==> config.mk <==
export PLATFORM = sky130hd
export DESIGN_NAME = ripple_timer
export DESIGN_NICKNAME = d
export VERILOG_FILES = /design/src/design/rtimer_pkg.sv /design/src/design/ripple_timer.sv
export VERILOG_INCLUDE_DIRS = /design/src /design/src/design
export SDC_FILE = /design/constraint.sdc
export NUM_CORES = 1
export LEC_CHECK = 0
export ABC_CLOCK_PERIOD_IN_PS = 3300
export BUFFER_PORTS_ARGS = -buffer_cell sky130_fd_sc_hd__buf_2
export CORE_MARGIN = 2
export CORE_UTILIZATION = 50
export DETAILED_ROUTE_END_ITERATION = 12
export GPL_ROUTABILITY_DRIVEN = 0
export PLACE_DENSITY = 0.71
export SYNTH_ARGS = -nofsm -noshare
export SYNTH_HDL_FRONTEND = slang
export SYNTH_SLANG_ARGS = --single-unit
==> constraint.sdc <==
create_clock -name clk_sys -period 3.3 [get_ports clk_sys]
set_clock_uncertainty 0.1 [all_clocks]
set_input_delay 0.66 -clock clk_sys [delete_from_list [all_inputs] [get_ports clk_sys]]
set_output_delay 0.66 -clock clk_sys [all_outputs]
set_load 0.02 [all_outputs]
==> src/design/rtimer_map.svh <==
// Register offsets, bit positions, reset values and counts of the timer chain
`ifndef RTIMER_MAP_SVH
`define RTIMER_MAP_SVH
`define ADDR_W 4
`define OFF_CTRL_STAT 4'h0
`define OFF_COUNT 4'h1
`define OFF_IRQ_STAT 4'h2
`define OFF_IRQ_MASK 4'h3
`define BIT_OVF_FLAG 7
`define BIT_PER_FLAG 6
`define BIT_OVF_IE 5
`define BIT_PER_IE 4
`define BIT_OVF_ACK 3
`define BIT_PER_ACK 2
`define BIT_RATE_HI 1
`define BIT_RATE_LO 0
`define RATE_RESET 2'h3
`define PRESCALE_DIV 4
`define RTI_BASE_LOG2 13
`define POR_CYCLES 4064
`define CHAIN_W 17
`define SWITCH_HOLD_MAX 4
`endif

==> src/design/rtimer_pkg.sv <==
// Types shared by the timer chain design
package rtimer_pkg;
  typedef enum logic [1:0] {
    ST_POR_COUNT,
    ST_POR_CLEAR,
    ST_RUN
  } chain_state_t;
  typedef logic [7:0] byte_t;
endpackage : rtimer_pkg

==> src/design/ripple_timer.sv <==
// Free-running timer chain with overflow and periodic interrupt flags
`timescale 1ns/10ps
`include "rtimer_map.svh"

// Functional notes
// - Overflow flag sets on counter wrap to zero
// - Overflow flag plus enable requests interrupt
// - Overflow ack write-one clears; reads zero
// - Periodic path: divide 8192, four stages, selector
// - Periodic flag sets when selected stage activates
// - Periodic flag plus enable requests interrupt
// - Periodic ack write-one clears; reads zero
// - Rate codes give 2^14 to 2^17 cycles
// - Reset sets both rate select bits
// - Reset clears flags and interrupt enables
// - Count register read-only, returns live counter
// - Counter advances every four operating cycles
// - Power-on: count 4064 cycles, clear again
// - After release chain counts up from zero
// - External reset clears the whole chain
// - Clock switch holds timer still
// - Overflow recurs every 1024 operating cycles
module ripple_timer
  import rtimer_pkg::*;
(
  // Clock and reset
  input wire logic clk_sys,
  input wire logic arst_n,
  // Chip-level controls
  input wire logic ext_reset,
  input wire logic clk_switching,
  // Register port
  input wire logic [`ADDR_W-1:0] reg_addr,
  input wire logic [7:0] reg_wdata,
  input wire logic reg_wr,
  input wire logic reg_rd,
  output logic [7:0] reg_rdata,
  // Outputs
  output logic cpu_irq,
  output logic irq_out,
  output logic por_active
);

  // Whole divider chain: bits 1:0 prescale, 9:2 visible counter
  logic [`CHAIN_W-1:0] chain_reg;
  // Power-on sequencer state and its cycle counter
  chain_state_t state_reg;
  logic [11:0] por_cnt_reg;
  // Status and control bits
  logic overflow_flag_reg;
  logic periodic_flag_reg;
  logic overflow_irq_enable_reg;
  logic periodic_irq_enable_reg;
  logic [1:0] periodic_rate_select_reg;
  // Sticky event status and mask for the aggregate interrupt
  logic [1:0] irq_stat_reg;
  logic [1:0] irq_mask_reg;
  // Previous selected tap level for edge detection
  logic tap_prev_reg;

  // Derived strobes
  logic advance;
  logic chain_clear;
  logic wrap_evt;
  logic tap_now;
  logic tap_evt;
  logic wr_cs;
  logic wr_stat;

  // The chain moves in power-on count and run states with the bus clock steady
  assign advance = (state_reg != ST_POR_CLEAR) && !clk_switching;
  assign chain_clear = (state_reg == ST_POR_CLEAR) || ext_reset;
  // Counter wraps when chain bits 9:0 are all ones and it advances
  assign wrap_evt = advance && !chain_clear && (state_reg == ST_RUN)
                    && (&chain_reg[9:0]);
  // Taps at bits 13..16 give periods 2^14 .. 2^17
  assign tap_now = chain_reg[`RTI_BASE_LOG2 + periodic_rate_select_reg];
  // A rate change may land on a different tap level: that is the
  // documented hazard software must avoid, not filtered here
  assign tap_evt = tap_now && !tap_prev_reg && (state_reg == ST_RUN);
  assign wr_cs = reg_wr && (reg_addr == `OFF_CTRL_STAT);
  assign wr_stat = reg_wr && (reg_addr == `OFF_IRQ_STAT);

  // Power-on sequencer: count, then clear once, then run
  always_ff @(posedge clk_sys or negedge arst_n) begin
    if (!arst_n) begin
      state_reg <= ST_POR_COUNT;
      por_cnt_reg <= 12'h000;
    end else begin
      case (state_reg)
        ST_POR_COUNT: begin
          // Counted on the raw clock; power-on has no switching
          if (por_cnt_reg == 12'(`POR_CYCLES - 1)) begin
            state_reg <= ST_POR_CLEAR;
          end else begin
            por_cnt_reg <= por_cnt_reg + 12'h001;
          end
        end
        ST_POR_CLEAR: begin
          state_reg <= ST_RUN;
        end
        ST_RUN: begin
          state_reg <= ST_RUN;
        end
        default: begin
          state_reg <= ST_POR_COUNT;
        end
      endcase
    end
  end

  // Divider chain: free-running, no software enable
  always_ff @(posedge clk_sys or negedge arst_n) begin
    if (!arst_n) begin
      chain_reg <= '0;
    end else if (chain_clear) begin
      chain_reg <= '0;
    end else if (advance) begin
      chain_reg <= chain_reg + `CHAIN_W'(1);
    end
  end

  // Edge detector memory for the selected tap
  always_ff @(posedge clk_sys or negedge arst_n) begin
    if (!arst_n) begin
      tap_prev_reg <= 1'b0;
    end else begin
      tap_prev_reg <= tap_now;
    end
  end

  // Overflow flag: set wins over acknowledge
  always_ff @(posedge clk_sys or negedge arst_n) begin
    if (!arst_n) begin
      overflow_flag_reg <= 1'b0;
    end else if (wrap_evt) begin
      overflow_flag_reg <= 1'b1;
    end else if (wr_cs && reg_wdata[`BIT_OVF_ACK]) begin
      overflow_flag_reg <= 1'b0;
    end
  end

  // Periodic flag: set wins over acknowledge
  always_ff @(posedge clk_sys or negedge arst_n) begin
    if (!arst_n) begin
      periodic_flag_reg <= 1'b0;
    end else if (tap_evt) begin
      periodic_flag_reg <= 1'b1;
    end else if (wr_cs && reg_wdata[`BIT_PER_ACK]) begin
      periodic_flag_reg <= 1'b0;
    end
  end

  // Control bits written through the control/status register
  always_ff @(posedge clk_sys or negedge arst_n) begin
    if (!arst_n) begin
      overflow_irq_enable_reg <= 1'b0;
      periodic_irq_enable_reg <= 1'b0;
      periodic_rate_select_reg <= `RATE_RESET;
    end else if (wr_cs) begin
      overflow_irq_enable_reg <= reg_wdata[`BIT_OVF_IE];
      periodic_irq_enable_reg <= reg_wdata[`BIT_PER_IE];
      periodic_rate_select_reg <= reg_wdata[`BIT_RATE_HI:`BIT_RATE_LO];
    end
  end

  // Sticky event status, write one to clear; a new event wins
  always_ff @(posedge clk_sys or negedge arst_n) begin
    if (!arst_n) begin
      irq_stat_reg <= 2'h0;
    end else begin
      irq_stat_reg <= (irq_stat_reg & ~(wr_stat ? reg_wdata[1:0] : 2'h0))
                      | {tap_evt, wrap_evt};
    end
  end

  // Mask for the aggregate interrupt
  always_ff @(posedge clk_sys or negedge arst_n) begin
    if (!arst_n) begin
      irq_mask_reg <= 2'h0;
    end else if (reg_wr && (reg_addr == `OFF_IRQ_MASK)) begin
      irq_mask_reg <= reg_wdata[1:0];
    end
  end

  // Interrupt outputs registered from current register values
  always_ff @(posedge clk_sys or negedge arst_n) begin
    if (!arst_n) begin
      cpu_irq <= 1'b0;
      irq_out <= 1'b0;
      por_active <= 1'b1;
    end else begin
      cpu_irq <= (overflow_flag_reg && overflow_irq_enable_reg)
                 || (periodic_flag_reg && periodic_irq_enable_reg);
      irq_out <= |(irq_stat_reg & irq_mask_reg);
      por_active <= (state_reg != ST_RUN);
    end
  end

  // Read data one cycle after the strobe; acks read as zero
  always_ff @(posedge clk_sys or negedge arst_n) begin
    if (!arst_n) begin
      reg_rdata <= 8'h00;
    end else if (reg_rd) begin
      case (reg_addr)
        `OFF_CTRL_STAT: reg_rdata <= {overflow_flag_reg, periodic_flag_reg,
          overflow_irq_enable_reg, periodic_irq_enable_reg, 2'h0,
          periodic_rate_select_reg};
        `OFF_COUNT: reg_rdata <= chain_reg[9:2];
        `OFF_IRQ_STAT: reg_rdata <= {6'h00, irq_stat_reg};
        `OFF_IRQ_MASK: reg_rdata <= {6'h00, irq_mask_reg};
        default: reg_rdata <= 8'h00;
      endcase
    end else begin
      reg_rdata <= 8'h00;
    end
  end
endmodule : ripple_timer

After elaboration in Yosys (flattened, before gate mapping)
Index checks and enable logic that the tools add are counted.
{"block": "op_classes", "add_sub_neg": 3, "mul": 0, "div": 0, "order_cmp": 1, "n_eq_ne": 9, "n_shift": 0, "muxes": 13, "n_bitwise": 5, "reduce_logical": 27}
{"cell": "$mux W17", "n": 2}
{"cell": "$pmux W8 S4", "n": 1}
{"cell": "$add A17 B1 Y17 const B", "n": 1}
{"cell": "$logic_and A1 B1 Y1", "n": 13}
{"cell": "$add A12 B1 Y12 const B", "n": 1}
{"cell": "$eq A12 B12 Y1 const B", "n": 1}
{"cell": "$reduce_and A10 Y1", "n": 1}
{"cell": "$eq A4 B2 Y1 const B", "n": 2}
{"cell": "$mux W8", "n": 1}
{"cell": "$lt A5 B6 Y1 const B", "n": 1}
{"cell": "$reduce_bool A2 Y1", "n": 3}
{"cell": "$add A4 B2 Y5 const A", "n": 1}
{"cell": "$bmux W1 S5", "n": 1}
{"cell": "$mux W1", "n": 5}
{"cell": "$and A2 B2 Y2", "n": 2}
{"cell": "$eq A4 B1 Y1 const B", "n": 1}
{"cell": "$logic_not A4 Y1", "n": 1}
{"cell": "$mux W2", "n": 2}
{"cell": "$ne A2 B2 Y1 const B", "n": 2}
{"cell": "$pmux W2 S2", "n": 1}
{"cell": "$reduce_or A2 Y1", "n": 2}
{"cell": "$logic_not A1 Y1", "n": 3}
{"cell": "$eq A2 B1 Y1 const B", "n": 1}
{"cell": "$eq A2 B2 Y1 const B", "n": 1}
{"cell": "7 further kinds", "n": 8}
{"block": "word_totals", "regBits": 53, "latchBits": 0, "mem_bits_rw": 0, "mem_bits_ro": 0, "out_inout_bits": 11, "elab_cells": 73, "memories": 0}

Longest topological paths before layout
{"block": "logic_depth", "ltp_word": 7, "ltp_mapped": 6, "mapped_depth_nobuf": 6}

Least setup slack after synthesis
Ideal clock, no wire load.
{"block": "synth_path", "kind": "input -> register", "startpoint": "input port clk_switching", "endpoint": "register chain_reg[16]", "setup_ps": 77, "arrival_time_ps": 1910, "setup_slack_ps": 1213, "path_stages": 5, "n_path_buf": 1, "cell_sequence": "buf_2 nand4bb_1 nor4_1 or3b_1 a21oi_1"}
{"block": "synth_between", "elab_chain_len": 3}
{"item": "from (decl)", "line_no": "ripple_timer.sv:31", "text": "input wire logic clk_switching,"}
{"item": "$logic_not A1 Y1", "line_no": "ripple_timer.sv:71", "text": "assign advance = (state_reg != ST_POR_CLEAR) && !clk_switching;"}
{"item": "$logic_and A1 B1 Y1", "line_no": "ripple_timer.sv:71"}
{"item": "$reduce_bool A2 Y1 (no line)"}
{"item": "to (signal assigned)", "line_no": "ripple_timer.sv:119", "text": "chain_reg <= chain_reg + `CHAIN_W'(1);"}
{"item": "to (decl)", "line_no": "ripple_timer.sv:45", "text": "logic [`CHAIN_W-1:0] chain_reg;"}
No other way between the ends.
A chain may end at the register's enable or synchronous reset.

Worst setup path in the final report
{"block": "layout_path", "startpoint": "register state_reg[1]", "endpoint": "register chain_reg[16]"}
{"block": "layout_between", "elab_chain_len": 3, "elab_cells_between_ends": 6, "cone_classes": "2 x eq/ne; 1 x mux; 3 x reduce/logical"}
{"item": "from (decl)", "line_no": "ripple_timer.sv:47", "text": "chain_state_t state_reg;"}
{"item": "from (signal assigned)", "line_no": "ripple_timer.sv:87", "text": "state_reg <= ST_POR_COUNT;"}
{"item": "from (signal assigned)", "line_no": "ripple_timer.sv:94", "text": "state_reg <= ST_POR_CLEAR;"}
{"item": "from (signal assigned)", "line_no": "ripple_timer.sv:100", "text": "state_reg <= ST_RUN;"}
{"item": "$eq A2 B1 Y1 or $ne A2 B1 Y1 (tied branches)", "line_no": "ripple_timer.sv:72, ripple_timer.sv:71"}
{"item": "$logic_or A1 B1 Y1 or $logic_and A1 B1 Y1 (tied branches)", "line_no": "ripple_timer.sv:72, ripple_timer.sv:71"}
{"item": "$mux W17 or $reduce_bool A2 Y1 (tied branches)"}
Several ways; a longest one is shown, not always the timed one.

==> impl_results.md <==
* Setup bufs post-CTS at 0
* CP Cell Sequence: inv_1, ha_1, nand4bb_1, nor4_1, or3b_1, a21oi_1
* Hold WC Path Type: in -> async
* CP startpoint kind: flop
* Synth Warn # at 0
* Critical path required time at 3430 ps
* Final Hold Viols at 0
* TritonCTS clock tree: yes
* Top cell type's share of synthesized area at 0.5028
* DRC at 0
* Async set-reset flop share out of synthesis at 1.000
* Register area share after synthesis at 0.5344
* Max_slew headroom at 0.6133
* Period minus WS final at 2106 ps
* Syn nets at 245
* GRT overflow at 0
* Mapped Area at 0.002489 sq mm
* Final nets at 275
* Row count at 25
* GRT Total Usage at 0.1841
* Global-route met1 utilization at 0.2732
* Initial antenna violation count at 0
* Worst hold slack at 247.4 ps
* Library cells used by synthesis at 46
* Crit. End Element: flop
* Worst-Margin Slew at 580.1 ps
* Worst path bufs/invs at 1
* Syn Area/Cell at 11.26 sq um
* CTS Root Cell: clkbuf_8
* Final Max Tran Viols at 0
* Outcome: finished clean
* RSZ-0062 raised after global routing: false
* Top cells by area, synth: dfrtp_1, xnor2_1, mux2i_1, mux2_2, nor2_1
* Final setup violation count at 0
* CTS clk-pin slew, worst paths at 90 ps
* Ratio of cells with drive above 1 in the final layout at 0.2143
* Clk_lat worst skew at 300 ps
* Top FF cell, synth: dfrtp_1
* N_diodes at 0
* Number of global-route vias before repair at 1624
* Setup TNS at 0 ps
* P_leak at 0.001320 uW
* Die Wd at 74.55 um
* Routed via count at 1696
* Die area at 0.005558 sq mm
* Dpl hpwl at 3158 um
* Crit Path Max Fanout at 7
* CP arrival at 2230 ps
* Iter 0 DRT Violations at 82
* Initial Util at 0.5234
* Final ANT Viol Nets at 0
* Routed WL at 4296 um
* PD cells at 427.3 mW/mm^2
* First-pass GRT wire length at 7665 um
* Die Y at 74.55 um
* Longest Clk Path Bufs at 2
* WL per Instance at 13.47 um
* Most common cell in the netlist: dfrtp_1
* Largest net degree at the start of global routing at 28
* Cts repair resizes at 0
* Post-Layout Inst Area at 0.002788 sq mm
* Num CTS Buffers at 5
* Seq cells post-synth at 53
* Router iterations before antenna repair at 4
* Top cell family by delay on the critical path: simple AND/OR/NAND/NOR gates
* Slowest-stage cell, CP: nor4_1
* Ports at 29
* Gate Count Post-Synth at 221
* Slowest stage delay, CP at 410 ps
* Max frequency at 474.9 MHz
* Met3 Track Usage GR at 0.04065
* Synth top cells by count: dfrtp_1, nor2_1, nand2_1
* H-tree lvl count at 2
* Number of flops mapped to enable cells by yosys at 0
* CTS Sinks at 53
* Leading area contributor after synthesis: dfrtp_1
* Met2 Track Usage GR at 0.2675
* Crit Path Class: reg -> reg
* Vias/cell at 5.317
* Core Region at 0.004755 sq mm
* Max reg flops at 17
* Hold Buf Count CTS at 0
* Synth-to-Final Area Change at 12.02%
* Port Buffers at 26
* Worst setup margin at 1194 ps
* Max capacitance violation total at 0
* Fin crit share at 0.6381
* Dpl cell area at 0.002694 sq mm
* GRT Max-Usage Layer: met1
* Peak VDD IR at 0.2236 mV
* Setup Slack @ Placement at 1071 ps
worst reg2reg max path, stage by stage (launching register included):
cell and delay, ps:
dfrtp_1 370, inv_1 70, ha_1 250, nand4bb_1 300, nor4_1 410, or3b_1 380
a21oi_1 140
cells in the final DEF (no fill, tap or decap), drive strengths merged, types with 2 or more instances in the layout:
master,instances
a21oi,5
a22o,2
and3,10
and4,4
buf,27
clkbuf,7
dfrtp,50
dfstp,3
ha,6
inv,7
mux2,9
mux2i,9
mux4,2
nand2,18
nand2b,2
nand3,8
nand4,8
nor2,23
nor3,6
nor4,2
o21a,2
o21ai,3
or2,2
or3,2
xnor2,13
xor2,7
final cells by class:
class,count,area [sq um]
clock buffers,7,86.33
fillers,433,1967
multi-input cells,157,1116
inverters,7,26.28
clock inverters,1,7.507
repair buffers,27,137.6
flip-flops and latches,53,1330
well taps,67,83.83
final timing paths:
path | startpoint | to | slack (ps) | cells past startpoint
setup / recovery | state_reg[1] | chain_reg[16] | 1190 | 6
hold / removal | arst_n | periodic_irq_enable_reg | 250 | 1
setup reg to reg | state_reg[1] | chain_reg[16] | 1190 | 6
hold reg to reg | por_cnt_reg[9] | por_cnt_reg[9] | 370 | 1
max in group asynchronous | arst_n | chain_reg[12] | 2090 | 2
min in group clk_sys | por_cnt_reg[9] | por_cnt_reg[9] | 370 | 1
stage by stage:
stage	util	power, uW	cells
2_1_floorplan	-	787.1	221
3_3_place_gp	0.5666	830.0	311
3_5_place_dp	0.5666	832.7	311
4_1_cts	0.5863	1205	319
5_1_grt	0.5863	1254	319
6_report	0.5863	1191	319
routing by layer:
metal	up-vias	routed length, um
li1	846	-
met1	822	2296
met2	23	1811
met3	5	130
met4	0	57
met5	-	0
power by group:
| part | internal, uW | switching [uW] |
|---|---|---|
| Combinational | 54.4 | 57.4 |
| Clock | 171 | 202 |
| Sequential | 684 | 22.2 |
cells by family after synthesis:
logic type,share of synthesized area
AOI/OAI and AO/OA,0.04877
xor gates and xnor gates,0.07039
adders and majority gates,0.03017
buffers and inverters,0.01709
DFF,0.5344
muxes,0.09502
and+or+nand+nor,0.2041
(Power assumes the default switching activity.)
